--- src/hw/cmcd_pkg.sv ---
/*
  Shared constants and types for the conflict monitor channel display block:
  register offsets, field positions, reset values, timing counts and state codes.
  Assumes a 10 MHz system clock and sixteen monitored channels.
*/
package cmcd_pkg;

  // ------------------------------------------------------------------
  // geometry
  // ------------------------------------------------------------------
  localparam int NCH = 16;
  localparam int NPAIR = 120;
  localparam int NCLS = 3;

  // ------------------------------------------------------------------
  // register map (byte addresses)
  // ------------------------------------------------------------------
  localparam logic [7:0] ADDR_CTRL = 8'h00;
  localparam logic [7:0] ADDR_CHSEL = 8'h04;
  localparam logic [7:0] ADDR_STAT = 8'h08;
  localparam logic [7:0] ADDR_DISP = 8'h0C;
  localparam int CTRL_THREE_BIT = 0;
  localparam int CTRL_SFPOL_BIT = 1;
  localparam int STAT_CAUSE_LSB = 0;
  localparam int STAT_FAILED_BIT = 3;
  localparam int STAT_EXT_BIT = 4;
  localparam logic [1:0] CTRL_RESET = 2'h0;
  localparam logic [15:0] CHSEL_RESET = 16'h0000;

  // ------------------------------------------------------------------
  // timing
  // ------------------------------------------------------------------
  localparam int CLK_NS = 100;
  localparam int TICK_NS = 1000000;
  localparam int TICK_CYCLES_DEF = TICK_NS / CLK_NS;
  localparam int TICK_W = 14;
  localparam int TICK_MS = 1;
  localparam int PERSIST_MS = 300;
  localparam int CONFLICT_IGNORE_MS = 200;
  localparam int CONFLICT_FAIL_MS = 450;
  localparam logic [8:0] PERSIST_TICKS = 9'(PERSIST_MS / TICK_MS);

  // ------------------------------------------------------------------
  // states and fault causes
  // ------------------------------------------------------------------
  typedef enum logic {
    CMCD_ST_RUN = 1'b0,
    CMCD_ST_FAILED = 1'b1
  } cmcd_state_t;

  typedef enum logic [2:0] {
    CMCD_CAUSE_NONE = 3'b000,
    CMCD_CAUSE_DC = 3'b001,
    CMCD_CAUSE_CONFLICT = 3'b010,
    CMCD_CAUSE_WDT = 3'b011,
    CMCD_CAUSE_CARD = 3'b100,
    CMCD_CAUSE_NOOUT = 3'b101,
    CMCD_CAUSE_MULT = 3'b110,
    CMCD_CAUSE_GAP = 3'b111
  } cmcd_cause_t;

endpackage : cmcd_pkg

--- src/hw/cmcd_monitor.sv ---
/*
  Channel status and feature gating of a cabinet conflict monitor: qualifies
  conflicts by duration, gates extended checks, drives channel indicators live,
  from a fault-time snapshot or as a faulty-channel mask. Assumes field pins arrive asynchronously and
  are level-sensed already, and an APB master on pclk.
*/
`timescale 1ns/1ps
`default_nettype none
module cmcd_monitor #(
  parameter int TICK_CYCLES = cmcd_pkg::TICK_CYCLES_DEF
) (
  // apb slave
  input wire logic pclk,
  input wire logic presetn,
  input wire logic psel,
  input wire logic penable,
  input wire logic pwrite,
  input wire logic [7:0] paddr,
  input wire logic [31:0] pwdata,
  output logic [31:0] prdata,
  output logic pready,
  output logic pslverr,
  // field and cabinet pins
  input wire logic [cmcd_pkg::NCH-1:0] green_in,
  input wire logic [cmcd_pkg::NCH-1:0] yellow_in,
  input wire logic [cmcd_pkg::NCH-1:0] red_in,
  input wire logic [cmcd_pkg::NPAIR-1:0] card_link,
  input wire logic red_enable,
  input wire logic preempt_inhibit_in,
  input wire logic flash_relay_sense,
  input wire logic dc_supply_fault,
  input wire logic watchdog_timeout_fault,
  input wire logic card_unseated_fault,
  input wire logic external_reset,
  // indicators
  output logic [cmcd_pkg::NCH-1:0] ind_single,
  output logic [cmcd_pkg::NCH-1:0] ind_red,
  output logic [cmcd_pkg::NCH-1:0] ind_yellow,
  output logic [cmcd_pkg::NCH-1:0] ind_green,
  output logic failed
);
  import cmcd_pkg::*;

  localparam int PW = 3 * NCH + NPAIR + 7;

  // ------------------------------------------------------------------
  // decode helpers
  // ------------------------------------------------------------------
  function automatic logic is_linked(input logic [NPAIR-1:0] l, input int i, input int j);
    int k;
    k = i * (2 * NCH - i - 1) / 2 + j - i - 1;
    return l[k];
  endfunction : is_linked

  function automatic logic is_mapped(input logic [7:0] a);
    return (a == ADDR_CTRL) || (a == ADDR_CHSEL) || (a == ADDR_STAT) || (a == ADDR_DISP);
  endfunction : is_mapped

  // ------------------------------------------------------------------
  // pin synchronisers
  // ------------------------------------------------------------------
  // spare input unused: the second special function has no port at all
  logic [PW-1:0] sync1;
  logic [PW-1:0] sync2;
  logic [NCH-1:0] grn, yel, red;
  logic [NPAIR-1:0] link;
  logic red_en, sf1_raw, flash, dc_f, wdt_f, card_f, ext_rst;

  // two flops on every field and cabinet pin before use; the apb pins are used directly
  always_ff @(posedge pclk or negedge presetn) begin
    if (!presetn) begin
      sync1 <= '0;
      sync2 <= '0;
    end else begin
      sync1 <= {green_in, yellow_in, red_in, card_link, red_enable, preempt_inhibit_in,
                flash_relay_sense, dc_supply_fault, watchdog_timeout_fault,
                card_unseated_fault, external_reset};
      sync2 <= sync1;
    end
  end

  assign {grn, yel, red, link, red_en, sf1_raw, flash, dc_f, wdt_f, card_f, ext_rst} = sync2;

  // ------------------------------------------------------------------
  // apb registers
  // ------------------------------------------------------------------
  logic [1:0] ctrl, next_ctrl;
  logic [NCH-1:0] chsel, next_chsel;
  logic next_pready, next_pslverr;
  logic [31:0] next_prdata;
  cmcd_state_t st, next_st;
  cmcd_cause_t cause, next_cause;
  logic ext_on;

  // one wait state, write lands on the completing edge
  always_comb begin
    next_ctrl = ctrl;
    next_chsel = chsel;
    next_pready = psel && penable && !pready;
    next_pslverr = next_pready && !is_mapped(paddr);
    next_prdata = 32'h00000000;
    if (next_pready && !pwrite) begin
      case (paddr)
        ADDR_CTRL: next_prdata = {30'h0, ctrl};
        ADDR_CHSEL: next_prdata = {16'h0, chsel};
        ADDR_STAT: next_prdata = {27'h0, ext_on, st == CMCD_ST_FAILED, cause};
        ADDR_DISP: next_prdata = {16'h0, ind_single};
        default: next_prdata = 32'h00000000;
      endcase
    end
    if (psel && penable && pready && pwrite) begin
      if (paddr == ADDR_CTRL) next_ctrl = pwdata[1:0];
      if (paddr == ADDR_CHSEL) next_chsel = pwdata[NCH-1:0];
    end
  end

  always_ff @(posedge pclk or negedge presetn) begin
    if (!presetn) begin
      ctrl <= CTRL_RESET;
      chsel <= CHSEL_RESET;
      pready <= 1'b0;
      pslverr <= 1'b0;
      prdata <= 32'h00000000;
    end else begin
      ctrl <= next_ctrl;
      chsel <= next_chsel;
      pready <= next_pready;
      pslverr <= next_pslverr;
      prdata <= next_prdata;
    end
  end

  // ------------------------------------------------------------------
  // millisecond tick
  // ------------------------------------------------------------------
  logic [TICK_W-1:0] tick_cnt, next_tick_cnt;
  logic tick;

  always_comb begin
    tick = (tick_cnt == TICK_W'(TICK_CYCLES - 1));
    next_tick_cnt = tick ? '0 : tick_cnt + 1'b1;
  end

  always_ff @(posedge pclk or negedge presetn) begin
    if (!presetn) tick_cnt <= '0;
    else tick_cnt <= next_tick_cnt;
  end

  // ------------------------------------------------------------------
  // checks and persistence
  // ------------------------------------------------------------------
  logic [NCH-1:0] act, mult_ch, none_ch, gap_ch, last_grn, next_last_grn;
  logic conf, sf1_on;
  logic [NCLS-1:0] raw, qual;
  logic [8:0] cnt [NCLS];
  logic [8:0] next_cnt [NCLS];

  always_comb begin
    act = grn | yel;
    conf = 1'b0;
    for (int i = 0; i < NCH; i++) begin
      for (int j = i + 1; j < NCH; j++) begin
        if (is_linked(link, i, j) && act[i] && act[j]) conf = 1'b1;
      end
    end
    ext_on = red_en && !(flash && st == CMCD_ST_RUN);
    sf1_on = (sf1_raw == ctrl[CTRL_SFPOL_BIT]);
    for (int i = 0; i < NCH; i++) begin
      mult_ch[i] = ext_on && chsel[i] && ((grn[i] && yel[i]) || (grn[i] && red[i]) ||
                   (yel[i] && red[i]));
      none_ch[i] = ext_on && chsel[i] && !(grn[i] || yel[i] || red[i]) && !sf1_on;
      gap_ch[i] = ext_on && chsel[i] && red[i] && last_grn[i];
      if (grn[i]) next_last_grn[i] = 1'b1;
      else if (yel[i] || red[i]) next_last_grn[i] = 1'b0;
      else next_last_grn[i] = last_grn[i];
    end
    raw = {|mult_ch, |none_ch, conf};
    for (int k = 0; k < NCLS; k++) begin
      qual[k] = (cnt[k] >= PERSIST_TICKS);
      if (!raw[k] || st == CMCD_ST_FAILED) next_cnt[k] = '0;
      else if (tick && !qual[k]) next_cnt[k] = cnt[k] + 1'b1;
      else next_cnt[k] = cnt[k];
    end
  end

  always_ff @(posedge pclk or negedge presetn) begin
    if (!presetn) begin
      last_grn <= '0;
      for (int k = 0; k < NCLS; k++) cnt[k] <= '0;
    end else begin
      last_grn <= next_last_grn;
      for (int k = 0; k < NCLS; k++) cnt[k] <= next_cnt[k];
    end
  end

  // ------------------------------------------------------------------
  // failed state and indicators
  // ------------------------------------------------------------------
  logic [NCH-1:0] snap_r, snap_y, snap_g, mask;
  logic [NCH-1:0] next_snap_r, next_snap_y, next_snap_g, next_mask;
  logic [NCH-1:0] next_single, next_red, next_yellow, next_green;
  logic kind_b, next_kind_b, grp_a, grp_b, three;

  always_comb begin
    three = ctrl[CTRL_THREE_BIT];
    grp_a = dc_f || wdt_f || card_f || qual[0];
    grp_b = qual[1] || qual[2] || (|gap_ch);
    next_st = st;
    next_cause = cause;
    next_kind_b = kind_b;
    next_snap_r = snap_r;
    next_snap_y = snap_y;
    next_snap_g = snap_g;
    next_mask = mask;
    case (st)
      CMCD_ST_RUN: begin
        // capture inputs at fault, first group wins
        if (grp_a) begin
          next_st = CMCD_ST_FAILED;
          next_kind_b = 1'b0;
          next_snap_r = red;
          next_snap_y = yel;
          next_snap_g = grn;
          if (dc_f) next_cause = CMCD_CAUSE_DC;
          else if (wdt_f) next_cause = CMCD_CAUSE_WDT;
          else if (card_f) next_cause = CMCD_CAUSE_CARD;
          else next_cause = CMCD_CAUSE_CONFLICT;
        end else if (grp_b) begin
          next_st = CMCD_ST_FAILED;
          next_kind_b = 1'b1;
          if (qual[1]) begin
            next_cause = CMCD_CAUSE_NOOUT;
            next_mask = none_ch;
          end else if (qual[2]) begin
            next_cause = CMCD_CAUSE_MULT;
            next_mask = mult_ch;
          end else begin
            next_cause = CMCD_CAUSE_GAP;
            next_mask = gap_ch;
          end
        end
      end
      CMCD_ST_FAILED: if (ext_rst) next_st = CMCD_ST_RUN;
      default: next_st = CMCD_ST_RUN;
    endcase
    next_single = grn | yel;
    next_red = red;
    next_yellow = yel;
    next_green = grn;
    if (st == CMCD_ST_FAILED && !kind_b) begin
      next_single = snap_g | snap_y;
      next_red = snap_r;
      next_yellow = snap_y;
      next_green = snap_g;
    end else if (st == CMCD_ST_FAILED) begin
      next_single = mask;
      next_red = mask;
      next_yellow = mask;
      next_green = mask;
    end
    if (!three) begin
      next_red = '0;
      next_yellow = '0;
      next_green = '0;
    end
  end

  always_ff @(posedge pclk or negedge presetn) begin
    if (!presetn) begin
      st <= CMCD_ST_RUN;
      cause <= CMCD_CAUSE_NONE;
      kind_b <= 1'b0;
      snap_r <= '0;
      snap_y <= '0;
      snap_g <= '0;
      mask <= '0;
      ind_single <= '0;
      ind_red <= '0;
      ind_yellow <= '0;
      ind_green <= '0;
      failed <= 1'b0;
    end else begin
      st <= next_st;
      cause <= next_cause;
      kind_b <= next_kind_b;
      snap_r <= next_snap_r;
      snap_y <= next_snap_y;
      snap_g <= next_snap_g;
      mask <= next_mask;
      ind_single <= next_single;
      ind_red <= next_red;
      ind_yellow <= next_yellow;
      ind_green <= next_green;
      failed <= (next_st == CMCD_ST_FAILED);
    end
  end
endmodule : cmcd_monitor
`default_nettype wire

--- config.mk ---
export PLATFORM = sky130hd
export DESIGN_NAME = cmcd_monitor
export DESIGN_NICKNAME = d
export VERILOG_FILES = /design/src/hw/cmcd_pkg.sv /design/src/hw/cmcd_monitor.sv
export SDC_FILE = /design/constraint.sdc
export NUM_CORES = 1
export LEC_CHECK = 0
export ABC_AREA = 1
export BUFFER_PORTS_ARGS = -buffer_cell sky130_fd_sc_hd__buf_4
export CAP_MARGIN = 20
export CORE_MARGIN = 3
export CORE_UTILIZATION = 23
export CTS_CLUSTER_SIZE = 8
export DETAILED_ROUTE_END_ITERATION = 8
export HOLD_SLACK_MARGIN = 0.05
export PLACE_DENSITY = 0.45
export SYNTH_ARGS = -nofsm -noshare
export SYNTH_HDL_FRONTEND = slang
export SYNTH_SLANG_ARGS = --single-unit
--- constraint.sdc ---
create_clock -name pclk -period 4.8 [get_ports pclk]
set_input_delay 1.2 -clock pclk [delete_from_list [all_inputs] [get_ports pclk]]
set_output_delay 1.2 -clock pclk [all_outputs]
set_load 0.05 [all_outputs]
# After elaboration in Yosys (flattened, before gate mapping)
# Cells that the tools add are included.
[classes]
addsub = 4
n_mul = 0
n_div = 0
magnitude_cmp = 3
n_eq_ne = 5
shifts = 0
n_mux = 187
n_bitwise = 4
reduce_logical = 544
[op_table]
columns = ["op", "count"]
rows = [
  ["logical AND 1 bit", 396],
  ["two-way mux 16 bit", 14],
  ["two-way mux 1 bit", 158],
  ["logical OR 1 bit", 91],
  ["one-hot mux 16 bit (4 select lines)", 1],
  ["two-way mux 9 bit", 6],
  ["OR reduction 16 bit", 3],
  ["nonzero test 2 bit", 20],
  ["OR 16 bit", 2],
  ["logical NOT 1 bit", 28],
  ["adder 9 x 1 -> 9 bit (second input constant)", 3],
  ["greater-or-equal comparator 9 bit (second input constant)", 3],
  ["== test 8 x 4 -> 1 bit (second input constant)", 2],
  ["two-way mux 3 bit", 5],
  ["adder 14 x 1 -> 14 bit (second input constant)", 1],
  ["== test 14 bit (second input constant)", 1],
  ["two-way mux 14 bit", 1],
  ["== test 8 x 3 -> 1 bit (second input constant)", 1],
  ["logical NOT 8 bit", 1],
  ["AND reduction 2 bit", 4],
  ["AND reduction 3 bit", 1],
  ["two-way mux 2 bit", 1],
  ["NOT 1 bit", 2],
  ["one-hot mux 1 bit (2 select lines)", 1],
  ["== test 1 bit", 1],
]
[word_totals]
regBits = 592
latchBits = 0
mem_bits_rw = 0
rom_bits = 0
inputBits = 220
output_inout_bits = 99
elab_cells = 785
n_memories = 0

# Depth between registers and ports, before layout
[logic_depth]
depth_word = 126
depth_mapped = 15
mapped_depth_nobuf = 13

# Worst setup path after synthesis
# OpenSTA, ideal clock, no wires.
[synth_timing]
path_kind = "input to register"
start = "input port paddr[1]"
end = "register chsel[10]"
setup_ps = 133
t_arrival_ps = 2327
required_ps = 4667
setup_slack_ps = 2341
cell_stages = 6
cell_sequence = "or2_1 -> nor4_1 -> nand2_1 -> clkbuf_1 -> nor2_1 -> a21oi_1"
[synth_between]
elab_chain_len = 2
[synth_lines]
columns = ["item", "line", "rtl"]
rows = [
  ["start: declaration", "cmcd_monitor.sv:18", "input wire logic [7:0] paddr,"],
  ["== test 8 x 3 -> 1 bit", "cmcd_monitor.sv:113", "if (paddr == ADDR_CHSEL) next_chsel = pwdata[NCH-1:0];"],
  ["AND reduction 2 bit (no line)", "n/a", ""],
  ["end signal: assignment", "cmcd_monitor.sv:126", "chsel <= next_chsel;"],
  ["end: declaration", "cmcd_monitor.sv:88", "logic [NCH-1:0] chsel, next_chsel;"],
]
# Every way passes these cells.
# A chain may end at the register's enable or synchronous reset.

==> results.md <==
* Tcrit/Tclk final at 62.2%
* First-pass DRT Iterations at 5
* Layout cells sized above 1 at 17.7%
* Die H at 309 µm
* # clock sinks at 576
* Post-DP Area at 24700 µm²
* WP data required at around 3.6 ns
* Critical Path Fanout Max at 47
* Syn_area_per_cell at around 10 µm²
* Remaining DRCs at 0
* Mapped cell area at 21100 µm²
* Multi-input gate area in the final layout at 5450 µm²
* Overall power at between 10 and 15 mW
* Post-route cell area at 26800 µm²
* DRT Wirelength at 66200 µm
* Die area at approximately 95000 µm²
* Peak VDD IR at 0.000294 V
* Vias in the first global route at around 16000
* Chip width at 309 µm
* Slowest CP cell: buf_4
* Initial antenna violation count at 11
* IO Pins at roughly 320
* Clk_lat worst skew at 0.62 ns
* Yosys warnings at 0
* Met2 wire length at ~31000 µm
* Most frequent CP cell: buf_4
* Count leader, synth: dfrtp_1
* # H-tree levels at 3
* Unrepaired setup endpoints after global routing: no
* TNS Setup at 0 ns
* Num CTS Buffers at 82
* Met3 wire length at approximately 4900 µm
* Gp weighted congestion at 0.824
* Share of the synthesized area in the top cell type at 68.3%
* Relative slew margins at between 30% and 40%
* Worst Tran Pin Value at 0.980 ns
* Data arrival, critical path at roughly 1.8 ns
* Synth cell count leaders: dfrtp_1 (576), nand2_1 (515), inv_1 (242), nor2_1 (188), o21ai_0 (160)
* Global Route Usage Sum at 13.9%
* Worst path top cell family by delay: buffers and inverters
* Layout Cells excl Fill at about 3600
* CTS tree: built
* Post-DP HPWL at slightly below 50000 µm
* Leakage at 13.5 nW
* CP bufs+invs at 2
* Routed len/inst at 18.4 µm
* Area growth from synthesis to layout at 27.1%
* Global-route wire length before repair at around 98000 µm
* Cell Pwr Density at 475 nW/µm²
* Post-CTS Hold Buffers at 0
* Initial Utilization at 23.3%
* Ys async rst share at 100%
* Leading area contributor after synthesis: dfrtp_1
* Class of the worst hold path: reg2reg
* Fin util at 29.6%
* FF+latch count, synth at 576
* Achievable Freq at 335 MHz
* Vias at 15133
* Sequential fraction of the synthesis area at 68.3%
* Synth unique cells at between 40 and 50
* Post-Synthesis Cells at between 2000 and 2500
* Fillers at 9439
* Top post-synthesis cells by area: dfrtp_1 (68%), nand2_1 (9.2%), inv_1 (4.3%)
* Post-DRT Antenna Nets at 0
* DP Cell Count at approximately 3500
* Core Box Area at 90600 µm²
* Pin count of the biggest net entering global routing at 100
* Clock buffer depth at 3
* Setup WS post-layout at 1.82 ns
* Critical Path End Type: output port
* Starting DRT DRC Count at 1120
* Gr ovfl total at 0
* Worst-path clk slew at 0.05 ns
* Outcome: finished, final reports clean
* Setup Skew at 0.0503 ns
* Place WS at 1.58 ns
* Final Hold Fails at 0
* Min Tclk post-route at 2.98 ns
* Min Hold Slack at around 0.33 ns
* Setup CP Type: reg2out
* Type of origin of the critical path: register
* CTS root buffer: clkbuf_16
* M1 WL at 28600 µm
* Max Slew Vio Count at 0
* CP max stage delay at 0.49 ns
* Highest routed metal layer: met5
* Sequential cell area at approximately 14000 µm²
* FP Rows at 110
* Max-cap check violation count at 0
* Number of synthesized flops with an enable pin at 0
* IO buf count at 286
* Fin nets at 2640
* CP cell instances: buf_4 -> buf_4
* Post-CTS Setup Bufs at 0
* Dominant synthesized flop cell: dfrtp_1
* Post_cts resized at 0
* Final setup vio count at 0
* Via-to-Cell Ratio at 4.20
==> path summary, 6_finish.rpt <==
kind                                         start                       end  slack [ns]  cells past startpoint
worst min register to register  sync1[0]$_DFF_PN0_        sync2[0]$_DFF_PN0_        0.33                      0
worst max register to register        st$_DFF_PN0_      cause[1]$_DFFE_PN0P_        1.97                     12
max in group asynchronous                  presetn    ind_green[3]$_DFF_PN0_        3.09                      2
worst min-delay path            sync1[0]$_DFF_PN0_        sync2[0]$_DFF_PN0_        0.33                      0
min in group asynchronous                  presetn  ind_single[15]$_DFF_PN0_        0.68                      1
worst max-delay path                  st$_DFF_PN0_                    failed        1.82                      2
==> where the power goes <==
| part | total, mW | leakage (nW) | switching [mW] | internal (mW) |
|---|---|---|---|---|
| Sequential | 5.66 | 6.97 | 0.311 | 5.35 |
| Combinational | 2.06 | 5.44 | 1.46 | 0.602 |
| Clock | 5.03 | 1.06 | 1.97 | 3.06 |
==> cells in the final DEF (no fill, tap or decap), types with 2 or more instances in the layout <==
| master | n |
|---|---|
| mux2_2 | 4 |
| nand2_2 | 6 |
| diode_2 | 5 |
| clkbuf_1 | 5 |
| inv_6 | 2 |
| a21oi_1 | 42 |
| o22ai_1 | 2 |
| nand4_1 | 62 |
| conb_1 | 16 |
| xnor2_1 | 3 |
| ha_1 | 7 |
| a211o_1 | 3 |
| or2_2 | 3 |
| nand2_1 | 514 |
| buf_12 | 5 |
| nand3_1 | 109 |
| a22oi_1 | 2 |
| nor4_1 | 3 |
| o21ai_0 | 160 |
| clkbuf_16 | 84 |
| o221ai_1 | 2 |
| o211ai_1 | 3 |
| inv_2 | 4 |
| nor3_1 | 27 |
| inv_1 | 242 |
| nor2_1 | 187 |
| nor2_2 | 5 |
| nand3_4 | 2 |
| o21ai_1 | 2 |
| buf_4 | 305 |
| dfrtp_1 | 576 |
| xor2_1 | 19 |
| clkinv_1 | 2 |
==> final cells by class <==
cell class                 count  share of cell area, %
inverter                     249                   3.50
antenna                        5                 0.0466
tap                         1176                   5.48
timing repair buffer         311                   8.96
clock inverter                 3                  0.112
sequential                   576                   53.7
clock buffer                  89                   7.90
multi-input combinational   1193                   20.3
==> worst register-to-register path, stage by stage, from the launching register on <==
cell,delay (ns)
dfrtp_1,0.38
inv_2,0.06
buf_4,0.55
a21boi_2,0.29
nand2_1,0.24
nor2_1,0.10
nor2_1,0.09
nand2_1,0.09
nor2_4,0.15
nand3_4,0.25
nand2_1,0.35
nand3_1,0.12
nand2_1,0.08
==> routing by layer <==
metal	global-route usage, %	vias to the layer above
li1	-	7154
met1	18.0	7386
met2	22.6	493
met3	3.90	92
met4	4.12	8
met5	0	-
==> logic make-up (layout without fill, tap and decap cells) <==
kind of cell / after synthesis / count (layout) / synth area share (%)
fa+ha+maj: 7 / 7 / 0.415
flops: 576 / 576 / 68.3
other cells: 1 / 21 / 0.0178
compound gates: 219 / 219 / 5.41
mux: 4 / 4 / 0.213
buf+inv: 321 / 652 / 6.24
simple gates: 925 / 925 / 18.5
xor+xnor: 22 / 22 / 0.913
==> flip-flops by register name, summed over array words and instances (netlist names) <==
| register | cells |
|---|---|
| last_grn | 16 |
| snap_g | 16 |
| st | 1 |
| snap_r | 16 |
| kind_b | 1 |
| prdata | 16 |
| pslverr | 1 |
| cnt | 27 |
| chsel | 16 |
| ind_red | 16 |
| sync2 | 175 |
| mask | 16 |
| cause | 3 |
| ind_green | 16 |
| pready | 1 |
| sync1 | 175 |
| ctrl | 2 |
| ind_single | 16 |
| snap_y | 16 |
| ind_yellow | 16 |
| tick_cnt | 14 |
(Power assumes the default switching activity.)
